### src/hap_map.svh
`ifndef HAP_MAP_SVH
`define HAP_MAP_SVH
// Port offsets
`define HAP_OFS_CTRL_STAT 2'h0
`define HAP_OFS_DATA 2'h1
`define HAP_OFS_IRQ 2'h2
// Control bits
`define HAP_CTL_FULL_RST 7
`define HAP_CTL_LIGHT_RST 6
`define HAP_CTL_IRQ_CLR 5
`define HAP_CTL_BUS_RST 4
// Status bits
`define HAP_ST_SELFTEST 7
`define HAP_ST_DIAGFAIL 6
`define HAP_ST_MBINIT 5
`define HAP_ST_IDLE 4
`define HAP_ST_OUTFULL 3
`define HAP_ST_INFULL 2
`define HAP_ST_INVCMD 0
// Interrupt flag bits
`define HAP_IF_ANY 7
`define HAP_IF_BUSRST 3
`define HAP_IF_CMDDONE 2
`define HAP_IF_OUTBOX 1
`define HAP_IF_INBOX 0
// Reset values
`define HAP_IRQ_RESET 4'h0
`define HAP_BYTE_RESET 8'h00
// Data-in FIFO
`define HAP_FIFO_DEPTH 8
`define HAP_FIFO_AW 3
`endif

### src/hap_pkg.sv
package hap_pkg;
    typedef logic [7:0] hap_byte_t;
    typedef enum logic [1:0]
    {
        HAP_ST_BUSY = 2'h0,
        HAP_ST_INIT = 2'h1,
        HAP_ST_READY = 2'h3,
        HAP_ST_FAIL = 2'h2
    } hap_state_e;
endpackage : hap_pkg

### src/hap_stream_if.sv
`timescale 1ns/1ps
`default_nettype none
interface hap_stream_if;
    logic [7:0] data;
    logic valid;
    logic ready;
    modport src (output data, output valid, input ready);
    modport dst (input data, input valid, output ready);
endinterface : hap_stream_if
`default_nettype wire

### src/hap_fifo.sv
`timescale 1ns/1ps
`default_nettype none
module hap_fifo #(
    parameter int WIDTH = 8,
    parameter int DEPTH = 8,
    parameter int AW = 3
)
(
    input wire logic clk,
    input wire logic rst,
    input wire logic flush,
    hap_stream_if.dst in_s,
    hap_stream_if.src out_s
);
    logic [WIDTH-1:0] mem [DEPTH];
    logic [AW:0] wr_ptr;
    logic [AW:0] rd_ptr;
    wire do_wr;
    wire do_rd;
    wire full;
    wire empty;
    assign empty = (wr_ptr == rd_ptr);
    assign full = (wr_ptr[AW-1:0] == rd_ptr[AW-1:0]) && !empty;
    assign in_s.ready = !full;
    assign out_s.valid = !empty;
    assign out_s.data = mem[rd_ptr[AW-1:0]];
    assign do_wr = in_s.valid && !full;
    assign do_rd = out_s.ready && !empty;

    always_ff @(posedge clk)
    begin
        if (do_wr)
            mem[wr_ptr[AW-1:0]] <= in_s.data;
    end

    always_ff @(posedge clk)
    begin
        if (rst || flush)
        begin
            wr_ptr <= '0;
            rd_ptr <= '0;
        end
        else
        begin
            if (do_wr)
                wr_ptr <= wr_ptr + 1'b1;
            if (do_rd)
                rd_ptr <= rd_ptr + 1'b1;
        end
    end
endmodule : hap_fifo
`default_nettype wire

### src/hap_irq.sv
`timescale 1ns/1ps
`default_nettype none
`include "hap_map.svh"
module hap_irq
(
    input wire logic clk,
    input wire logic rst,
    input wire logic clear,
    input wire logic in_full,
    input wire logic set_busrst,
    input wire logic set_cmddone,
    input wire logic set_outbox,
    input wire logic set_inbox,
    output logic [7:0] flags,
    output logic irq
);
    logic [3:0] cause;
    logic [3:0] pend;
    wire any;
    wire hi_present;
    wire can_hi;
    wire [3:0] req;
    wire [3:0] post;
    assign any = |cause;
    assign hi_present = cause[`HAP_IF_BUSRST] | cause[`HAP_IF_CMDDONE];
    // Reset/complete shown only with no cause flag set and data-in empty
    assign can_hi = !any && !in_full;
    // Mailbox causes wait behind reset/complete
    assign req = pend | {set_busrst, set_cmddone, set_outbox, set_inbox};
    assign post[3] = req[3] && can_hi;
    assign post[2] = req[2] && can_hi && !post[3];
    assign post[1] = req[1] && !hi_present;
    assign post[0] = req[0] && !hi_present;

    always_ff @(posedge clk)
    begin
        if (rst)
        begin
            cause <= `HAP_IRQ_RESET;
            pend <= `HAP_IRQ_RESET;
        end
        else
        begin
            // Clear drops old causes; new ones wait a cycle
            cause <= (clear ? 4'h0 : cause) | (clear ? 4'h0 : post);
            pend <= clear ? req : (req & ~post);
        end
    end

    assign flags = {any, 3'b000, cause};
    assign irq = any;
endmodule : hap_irq
`default_nettype wire

### src/hap_port.sv
`timescale 1ns/1ps
`default_nettype none
`include "hap_map.svh"
module hap_port
(
    input wire logic sys_clk,
    input wire logic sys_rst,
    // Host I/O side
    input wire logic [1:0] io_addr,
    input wire logic io_rd,
    input wire logic io_wr,
    input wire logic [7:0] io_wdata,
    output logic [7:0] io_rdata,
    output logic host_irq,
    // Reset requests to the rest of the adapter
    output logic full_reset_strobe,
    output logic light_reset_strobe,
    output logic bus_reset_req,
    // Adapter-side diagnostics
    input wire logic diag_done,
    input wire logic diag_ok,
    input wire logic mbox_init_done,
    input wire logic busy,
    // Adapter-side command path
    output logic out_valid,
    output hap_pkg::hap_byte_t out_byte,
    input wire logic out_take,
    input wire logic out_invalid,
    input wire logic cmd_end,
    input wire logic in_valid,
    input wire hap_pkg::hap_byte_t in_byte,
    output logic in_ready,
    // Other cause inputs
    input wire logic bus_reset_seen_cause,
    input wire logic outbox_slot_free_cause,
    input wire logic inbox_entry_cause
);
    import hap_pkg::*;

    // ========================================
    // Bus strobe registration
    logic wr_q;
    logic rd_q;
    logic [1:0] addr_q;
    hap_byte_t wdata_q;
    always_ff @(posedge sys_clk)
    begin
        if (sys_rst)
        begin
            wr_q <= 1'b0;
            rd_q <= 1'b0;
            addr_q <= 2'h0;
            wdata_q <= `HAP_BYTE_RESET;
        end
        else
        begin
            wr_q <= io_wr;
            rd_q <= io_rd;
            addr_q <= io_addr;
            wdata_q <= io_wdata;
        end
    end
    logic wr_d1;
    logic rd_d1;
    always_ff @(posedge sys_clk)
    begin
        if (sys_rst)
        begin
            wr_d1 <= 1'b0;
            rd_d1 <= 1'b0;
        end
        else
        begin
            wr_d1 <= wr_q;
            rd_d1 <= rd_q;
        end
    end
    // One access per strobe
    wire wr_ev = wr_q && !wr_d1;
    wire rd_ev = rd_q && !rd_d1;
    wire wr_ctrl = wr_ev && addr_q == `HAP_OFS_CTRL_STAT;
    wire wr_data = wr_ev && addr_q == `HAP_OFS_DATA;
    wire rd_data = rd_ev && addr_q == `HAP_OFS_DATA;

    // ========================================
    // Control port: self-clearing strobes
    wire hard_rst_w = wr_ctrl && wdata_q[`HAP_CTL_FULL_RST];
    wire soft_rst_w = wr_ctrl && wdata_q[`HAP_CTL_LIGHT_RST];
    wire irq_clr_w = wr_ctrl && wdata_q[`HAP_CTL_IRQ_CLR];
    wire bus_rst_w = wr_ctrl && wdata_q[`HAP_CTL_BUS_RST];
    always_ff @(posedge sys_clk)
    begin
        if (sys_rst)
        begin
            full_reset_strobe <= 1'b0;
            light_reset_strobe <= 1'b0;
            bus_reset_req <= 1'b0;
        end
        else
        begin
            full_reset_strobe <= hard_rst_w;
            light_reset_strobe <= soft_rst_w;
            bus_reset_req <= bus_rst_w;
        end
    end
    wire any_rst = sys_rst || hard_rst_w || soft_rst_w;

    // ========================================
    // Diagnostic state
    hap_state_e state;
    hap_state_e next_state;
    always_comb
    begin
        next_state = state;
        case (state)
            HAP_ST_BUSY:
                if (diag_done)
                    next_state = diag_ok ? HAP_ST_INIT : HAP_ST_FAIL;
            HAP_ST_INIT:
                if (mbox_init_done)
                    next_state = HAP_ST_READY;
            HAP_ST_READY:
                next_state = HAP_ST_READY;
            HAP_ST_FAIL:
                next_state = HAP_ST_FAIL;
            default:
                next_state = HAP_ST_BUSY;
        endcase
    end
    always_ff @(posedge sys_clk)
    begin
        if (sys_rst || hard_rst_w)
            state <= HAP_ST_BUSY;
        else if (soft_rst_w && state != HAP_ST_BUSY && state != HAP_ST_FAIL)
            state <= HAP_ST_INIT;
        else
            state <= next_state;
    end

    // ========================================
    // Out port
    hap_byte_t out_reg;
    logic out_full;
    always_ff @(posedge sys_clk)
    begin
        if (any_rst)
        begin
            out_full <= 1'b0;
            out_reg <= `HAP_BYTE_RESET;
        end
        else if (wr_data)
        begin
            out_full <= 1'b1;
            out_reg <= wdata_q;
        end
        else if (out_take)
            out_full <= 1'b0;
    end
    assign out_valid = out_full;
    assign out_byte = out_reg;

    // ========================================
    // Invalid flag and command tracking
    logic inv_flag;
    logic cmd_open;
    always_ff @(posedge sys_clk)
    begin
        if (any_rst)
            inv_flag <= 1'b0;
        else if (out_take && out_invalid)
            inv_flag <= 1'b1;
        else if (wr_data && !cmd_open)
            inv_flag <= 1'b0;
    end
    always_ff @(posedge sys_clk)
    begin
        if (any_rst)
            cmd_open <= 1'b0;
        else if (out_take && out_invalid)
            cmd_open <= 1'b0;
        else if (cmd_end)
            cmd_open <= 1'b0;
        else if (wr_data)
            cmd_open <= 1'b1;
    end
    // Idle already while waiting for mailbox setup
    wire diag_passed = state == HAP_ST_INIT || state == HAP_ST_READY;
    wire idle = !cmd_open && !out_full && !busy && diag_passed;

    // ========================================
    // Data-in path through FIFO
    hap_stream_if fin ();
    hap_stream_if fout ();
    assign fin.data = in_byte;
    assign fin.valid = in_valid;
    assign in_ready = fin.ready;
    hap_fifo #(
        .WIDTH(8),
        .DEPTH(`HAP_FIFO_DEPTH),
        .AW(`HAP_FIFO_AW)
    ) u_fifo (
        .clk(sys_clk),
        .rst(sys_rst),
        .flush(hard_rst_w || soft_rst_w),
        .in_s(fin),
        .out_s(fout)
    );
    hap_byte_t in_reg;
    logic in_full;
    assign fout.ready = !in_full || rd_data;
    always_ff @(posedge sys_clk)
    begin
        if (any_rst)
        begin
            in_full <= 1'b0;
            in_reg <= `HAP_BYTE_RESET;
        end
        else if (fout.valid && fout.ready)
        begin
            in_full <= 1'b1;
            in_reg <= fout.data;
        end
        else if (rd_data)
            in_full <= 1'b0;
    end

    // ========================================
    // Completion: after data drained, or at once if invalid
    logic done_pend;
    wire drained = !in_full && !fout.valid;
    wire done_fire = done_pend && (drained || inv_flag);
    always_ff @(posedge sys_clk)
    begin
        if (any_rst)
            done_pend <= 1'b0;
        else if (cmd_end || (out_take && out_invalid))
            done_pend <= 1'b1;
        else if (done_fire)
            done_pend <= 1'b0;
    end

    // ========================================
    // Interrupt flags
    logic [7:0] irq_flags;
    hap_irq u_irq (
        .clk(sys_clk),
        .rst(any_rst),
        .clear(irq_clr_w),
        .in_full(in_full),
        .set_busrst(bus_reset_seen_cause),
        .set_cmddone(done_fire),
        .set_outbox(outbox_slot_free_cause),
        .set_inbox(inbox_entry_cause),
        .flags(irq_flags),
        .irq(host_irq)
    );

    // ========================================
    // Read mux
    wire [7:0] status = {
        state == HAP_ST_BUSY,
        state == HAP_ST_FAIL,
        state == HAP_ST_INIT,
        idle,
        out_full,
        in_full,
        1'b0,
        inv_flag
    };
    wire [7:0] rd_mux = (io_addr == `HAP_OFS_CTRL_STAT) ? status :
                        (io_addr == `HAP_OFS_DATA) ? in_reg :
                        (io_addr == `HAP_OFS_IRQ) ? irq_flags : 8'h00;
    always_ff @(posedge sys_clk)
    begin
        if (sys_rst)
            io_rdata <= `HAP_BYTE_RESET;
        else
            io_rdata <= rd_mux;
    end
endmodule : hap_port
`default_nettype wire

### config.mk
export PLATFORM = sky130hd
export DESIGN_NAME = hap_port
export DESIGN_NICKNAME = d
export VERILOG_FILES = /design/src/hap_pkg.sv /design/src/hap_stream_if.sv /design/src/hap_fifo.sv /design/src/hap_irq.sv /design/src/hap_port.sv
export VERILOG_INCLUDE_DIRS = /design/src /design/src/src
export SDC_FILE = /design/constraint.sdc
export NUM_CORES = 1
export LEC_CHECK = 0
export BUFFER_PORTS_ARGS = -buffer_cell sky130_fd_sc_hd__buf_2
export CAP_MARGIN = 20
export CORE_MARGIN = 2
export CORE_UTILIZATION = 56
export CTS_CLUSTER_SIZE = 24
export DETAILED_ROUTE_END_ITERATION = 16
export PLACE_DENSITY = 0.78
export REMOVE_ABC_BUFFERS = 1
export SLEW_MARGIN = 20
export SYNTH_ARGS = -nofsm -noshare
export SYNTH_HDL_FRONTEND = slang
export SYNTH_SLANG_ARGS = --single-unit
### constraint.sdc
create_clock -name sys_clk -period 2.8 [get_ports sys_clk]
set_input_delay 0.14 -clock sys_clk [delete_from_list [all_inputs] [get_ports sys_clk]]
set_output_delay 0.14 -clock sys_clk [all_outputs]
set_load 0.01 [all_outputs]
## Word level (Yosys, flattened, before mapping)

Memories as Yosys holds them, arrays and structs flattened. A register that Yosys moved wholly into a read port is not among the register bits.
Index checks and enable logic that the tools add are counted.

| word-level totals | value |
|---|---|
| bits in registers | 56 |
| memory bits (writable) | 64 |
| input port bits | 33 |
| output and inout bits | 22 |
| logic and storage cells | 125 |
| memories kept | 1 |

Memory list:

| name | words | width | rd ports | clocked after memory_dff | write ports | RTL line | source |
|---|---|---|---|---|---|---|---|
| u_fifo.mem | 8 | 8 | 1 | 1 | 1 | hap_fifo.sv:15 | `logic [WIDTH-1:0] mem [DEPTH];` |

| cells by class | value |
|---|---|
| add/subtract/negate cells | 2 |
| equality and inequality tests | 13 |
| mux-type cells | 21 |
| bitwise operators | 5 |
| reduce and logical (&&, ||, !) cells | 60 |

Operators by type and width:

| operator | number |
|---|---|
| 1-bit logical AND | 27 |
| 8-bit 2-to-1 mux | 3 |
| 4-bit 2-to-1 mux | 3 |
| 1-bit zero test | 11 |
| 1-bit 2-to-1 mux | 11 |
| 2-bit nonzero test | 5 |
| 4-bit by 1-bit adder with 4-bit output, second input constant | 2 |
| 1-bit logical OR | 8 |
| 4-bit OR | 2 |
| 2-bit case mux with 4 select lines | 1 |
| 2-bit by 1-bit == test with 1-bit output, second input constant | 3 |
| 2-bit == test, second input constant | 3 |
| 2-bit zero test | 3 |
| 2-bit 2-to-1 mux | 3 |
| 2-bit inequality test, second input constant | 3 |
| 3-bit by 2-bit inequality test with 1-bit output, second input constant | 2 |
| 4-bit AND | 1 |
| 4-bit == test | 1 |
| 4-bit NOT | 1 |
| 2-bit AND reduction | 2 |
| 2-bit OR reduction | 2 |
| 4-bit OR reduction | 1 |
| 3-bit == test | 1 |
| 3-bit OR reduction | 1 |
| 1-bit OR | 1 |

## Longest topological paths before layout

| depth | value |
|---|---|
| depth in word-level cells | 11 |
| gate-level depth with buffers | 6 |
| depth with buffers taken out | 4 |

## By module

Synthesis repeated with hierarchy kept, for this count alone.

| unflattened totals | value |
|---|---|
| cell total of the unflattened synthesis | 415 |
| area total of the unflattened synthesis | 5552.8 um^2 |

By module, submodules not included:

| module | times used | cells an instance | area an instance (um^2) | seq. area each (um^2) |
|---|---|---|---|---|
| hap_fifo | 1 | 179 | 3236.9 | 2142.1 |
| hap_port | 1 | 203 | 1999.4 | 960.9 |
| hap_irq | 1 | 33 | 316.6 | 160.2 |

## Worst setup path before layout

OpenSTA, ideal clock, no wires.

| path | value |
|---|---|
| path type | register to register |
| start | reg u_fifo.wr_ptr[1] |
| end | mem u_fifo.mem[0][0] (enable) |
| setup time | 383 ps |
| arrival time | 1765 ps |
| required time | 2417 ps |
| slack | 652 ps |
| cell stages (with the launch flop) | 6 |
| buffers on the path | 1 |
| clock period less this slack | 2148 ps |
| cell sequence | dfxtp_1 > buf_2 > xor2_2 > or4_1 > nand3_1 > nor3_1 |

| on the way | value |
|---|---|
| longest elaborated chain between the ends | 7 |
| elaborated cells on any way between the ends | 8 |
| classes of those cells | 2 x eq/ne; 2 x mux; 4 x reduce/logical |

RTL lines:

| element | RTL line | source |
|---|---|---|
| from (decl) | hap_fifo.sv:16 | `logic [AW:0] wr_ptr;` |
| from (signal assigned) | hap_fifo.sv:46 | `wr_ptr <= wr_ptr + 1'b1;` |
| 4-bit == test | hap_fifo.sv:22 | `assign empty = (wr_ptr == rd_ptr);` |
| 1-bit zero test | hap_fifo.sv:23 | `assign full = (wr_ptr[AW-1:0] == rd_ptr[AW-1:0]) && !empty;` |
| 1-bit logical AND (*) | hap_fifo.sv:23 |  |
| 1-bit zero test (*) | - |  |
| via in_ready | hap_port.sv:32 | `output logic in_ready,` |
| 1-bit logical AND (*) | hap_fifo.sv:27 | `assign do_wr = in_s.valid && !full;` |
| 1-bit 2-to-1 mux (*) | hap_fifo.sv:32 | `if (do_wr)` |
| 1-bit 2-to-1 mux (not written as such) (*) | hap_fifo.sv:33 | `mem[wr_ptr[AW-1:0]] <= in_s.data;` |
| to (decl) | hap_fifo.sv:15 |  |

The timed path passes the listed nets; every way through them passes the cells marked *.

## Worst setup path in the final report

| path | value |
|---|---|
| start | reg u_fifo.wr_ptr[1] |
| end | mem u_fifo.mem[2][6] (enable) |

| on the way | value |
|---|---|
| longest elaborated chain between the ends | 7 |
| elaborated cells on any way between the ends | 8 |
| classes of those cells | 2 x eq/ne; 2 x mux; 4 x reduce/logical |

RTL lines:

| element | RTL line |
|---|---|
| 4-bit == test | hap_fifo.sv:22 |
| 1-bit zero test | hap_fifo.sv:23 |
| 1-bit logical AND | hap_fifo.sv:23 |
| 1-bit zero test | hap_fifo.sv:27 |
| 1-bit logical AND | hap_fifo.sv:27 |
| 1-bit 2-to-1 mux | hap_fifo.sv:32 |
| 1-bit 2-to-1 mux (not written as such) | hap_fifo.sv:33 |

Parallel ways exist; a longest one is shown, timed or not.

==> flow_summary.toml <==
[cts]
htree_levels = 4
cts_tree = "built"
postCtsResizedCells = 0
cts.sinks = 128
clk_latency_ns = 0.53
cts_max_path_buffers = 2
root_buffer = "clkbuf_8"
path_clk_slew_ns = 0.06
cts_buffers = 17

[synthesis]
post_synth.cell_area_avg_um2 = 13.43
synthCells = 365
synth_top_area_frac = 0.3921
synth-warning-count = 0
yosys-top-cells-count = "dfxtp_1, edfxtp_1, a21oi_1"
ys_dominant_reg_cell = "edfxtp_1"
synth_edf_count = 64
async_flop_share = 0
ys_seq_area_frac = 0.6536
synth_top_cells_by_area = "edfxtp_1, dfxtp_1, mux4_2"
synth-seq-cells = 128
netlist_area_um2 = 4901
yosysUniqueCellTypes = 42
synth_area_leader_cell = "edfxtp_1"

[placement]
place_ws_ns = 0.2154
place.gp.congestion = 0.7716
hpwl_mm = 6.698
io_buffer_count = 54

[timing]
rsz0062_at_grt = "false"
period_needed_ns = 2.338
setup_slack_ns = 0.4621
max_clock_freq_mhz = 427.7
max_slew.worst_pin.slew_ns = 0.7371
fin_skew_ns = 0.01375
period_share = 0.8350
fin_setup_tns_ns = 0
setup_viol = 0
slew_viol_final = 0
relSlewSlack = 0.5057
hold_viol_final = 0

[worst_setup_path]
cp_num_buf_inv = 0
setup.worst_path.start = "u_fifo.wr_ptr[1]$_SDFFE_PP0P_"
r2r_start = "u_fifo.wr_ptr[1]$_SDFFE_PP0P_"
cp_max_fo = 9
cp_data_arrival_time_ns = 2.50
critPathRequiredTime_ns = 2.96
start_kind = "flip-flop"
path_delay_family = "simple AND/OR/NAND/NOR gates"
path_cells = "xor2_2 > or4_1 > nand3_1 > nor2_1"
end_kind = "flip-flop"
max_stage_delay_ns = 0.62
crit_slowest_cell = "nor2_1"
critPathKind = "flip-flop to flip-flop"

[flow_run]
maxCapViolations = 0

[die]
core_area_um2 = 8593
boundaryPins = 55
rows = 34
die-area_um2 = 9516
initial_core_util = 0.5703
die_w_um = 97.55
die_y_um = 97.55

[power]
powerDensity_nw_per_um2 = 810.2
power_frac_seq = 0.444
power.total_uw = 4941
swShare = 0.2776
leakagePower_uw = 0.002222
power.net_switching_uw = 1372
p_int_uw = 3570
power_frac_comb = 0.164
vdd_drop_max_mv = 0.6114
p_clk_frac = 0.392

[min_path]
hp-start = "in_valid"
min_path_type = "input pin to flip-flop"

[finish]
nets = 491
antennaDiodeCount = 0
area_growth_pct = 24.43
drive_gt1_frac = 0.2495
largest_reg_flops = 64

[routing]
drt_wl_total_mm = 10.40
wl_per_cell_um = 18.02
via_count = 3279
drc = 0
drtIter0Drc = 102
viasPerCell = 5.683
ant_nets = 0
dr.pass1.iters = 4

[run_status]
status = "finished clean"

[global_routing]
grt_pass1_wl_mm = 16.86
globalRouteOverflowTotal = 0
antenna_found_initial = 0
grt_max_degree = 29
grt_use_total = 0.2340
grt_pass1_vias = 3314
area by class of cell:
class,instances,area [µm²]
clock inverter,15,112.6
tap,108,135.1
timing repair buffer,89,605.6
sequential,128,3203
inverter,6,22.52
clock buffer,17,414.1
multi-input combinational,214,1605
fill,560,2495
placed cells by master (no fill, tap or decap), types with 2 or more instances in the layout:
cell,instances
ha_1,2
dfxtp_1,64
mux4_2,16
and2_1,5
nor2b_1,18
xor2_2,3
nor3_1,7
buf_2,54
nand3_1,6
clkinvlp_4,3
clkinv_4,3
clkinv_1,2
or3_1,4
o21ai_0,9
mux2i_1,12
xor2_1,2
a21oi_1,39
nand2b_1,4
o21a_1,2
o31ai_1,2
clkbuf_16,16
a221oi_1,2
a211oi_1,11
or4_1,5
buf_4,6
dlygate4sd3_1,29
edfxtp_1,64
nor3_2,2
a21o_1,3
nand2_1,23
nor3b_1,2
nor2_1,22
inv_1,6
inv_6,4
power groups by stage:
| stage | Clock (µW) | Sequential, µW | Combinational, µW |
|---|---|---|---|
| 2_1_floorplan | 0 | 2270 | 507 |
| 4_1_cts | 1960 | 2190 | 818 |
| 6_report | 1940 | 2190 | 810 |
| 3_3_place_gp | 0 | 2230 | 752 |
| 5_1_grt | 2060 | 2210 | 891 |
| 3_5_place_dp | 0 | 2230 | 780 |
final timing paths:
| check | endpoint | slack [ns] | depth (start not counted) |
|---|---|---|---|
| hold reg to reg | out_byte[1]$_SDFFE_PP0P_ | 0.44 | 2 |
| setup / recovery | u_fifo.mem[2][6]$_DFFE_PP_ | 0.46 | 4 |
| hold / removal | u_fifo.wr_ptr[1]$_SDFFE_PP0P_ | 0.03 | 4 |
| setup reg to reg | u_fifo.mem[2][6]$_DFFE_PP_ | 0.46 | 4 |
cell families after synthesis:
| family | after synthesis | share of synthesized area |
|---|---|---|
| multiplexers | 28 | 0.09804 |
| buffers and inverters | 23 | 0.02093 |
| AND/OR/NAND/NOR | 104 | 0.1128 |
| flip-flops | 128 | 0.6536 |
| adder cells (fa/ha/maj) | 2 | 0.005105 |
| AO/OA/AOI/OAI | 74 | 0.09420 |
| XOR/XNOR | 6 | 0.01532 |
routing by layer:
layer / vias to the layer above / wire (µm) / track usage
met2: 119 / 5102 / 0.3724
li1: 1546 / - / -
met5: - / 0 / 0
met3: 14 / 732 / 0.09568
met1: 1600 / 4465 / 0.3007
met4: 0 / 100 / 0.06090
timing repair:
item                      4_1_cts  5_1_grt
buffers inserted                0        0
hold buffers                   29        0
hold endpoints to repair       90        0
through the flow:
step / util / cells / hold WS, ns / instance area [µm²]
2_1_floorplan: - / 348 / 0.2091 / 4821
3_3_place_gp: 0.6134 / 516 / 0.3545 / 5271
3_5_place_dp: 0.6134 / 516 / 0.3597 / 5271
4_1_cts: 0.7085 / 577 / 0.006785 / 6088
5_1_grt: 0.7097 / 577 / 0.04496 / 6098
6_report: 0.7097 / 577 / 0.02831 / 6098
worst reg2reg max path, delay by kind of cell (launching register included):
family           cells  cell delay (ns)
flip-flops           1             0.55
AND/OR/NAND/NOR      3             1.07
XOR/XNOR             1             0.34
No activity file was read; power rests on OpenSTA's default activity.
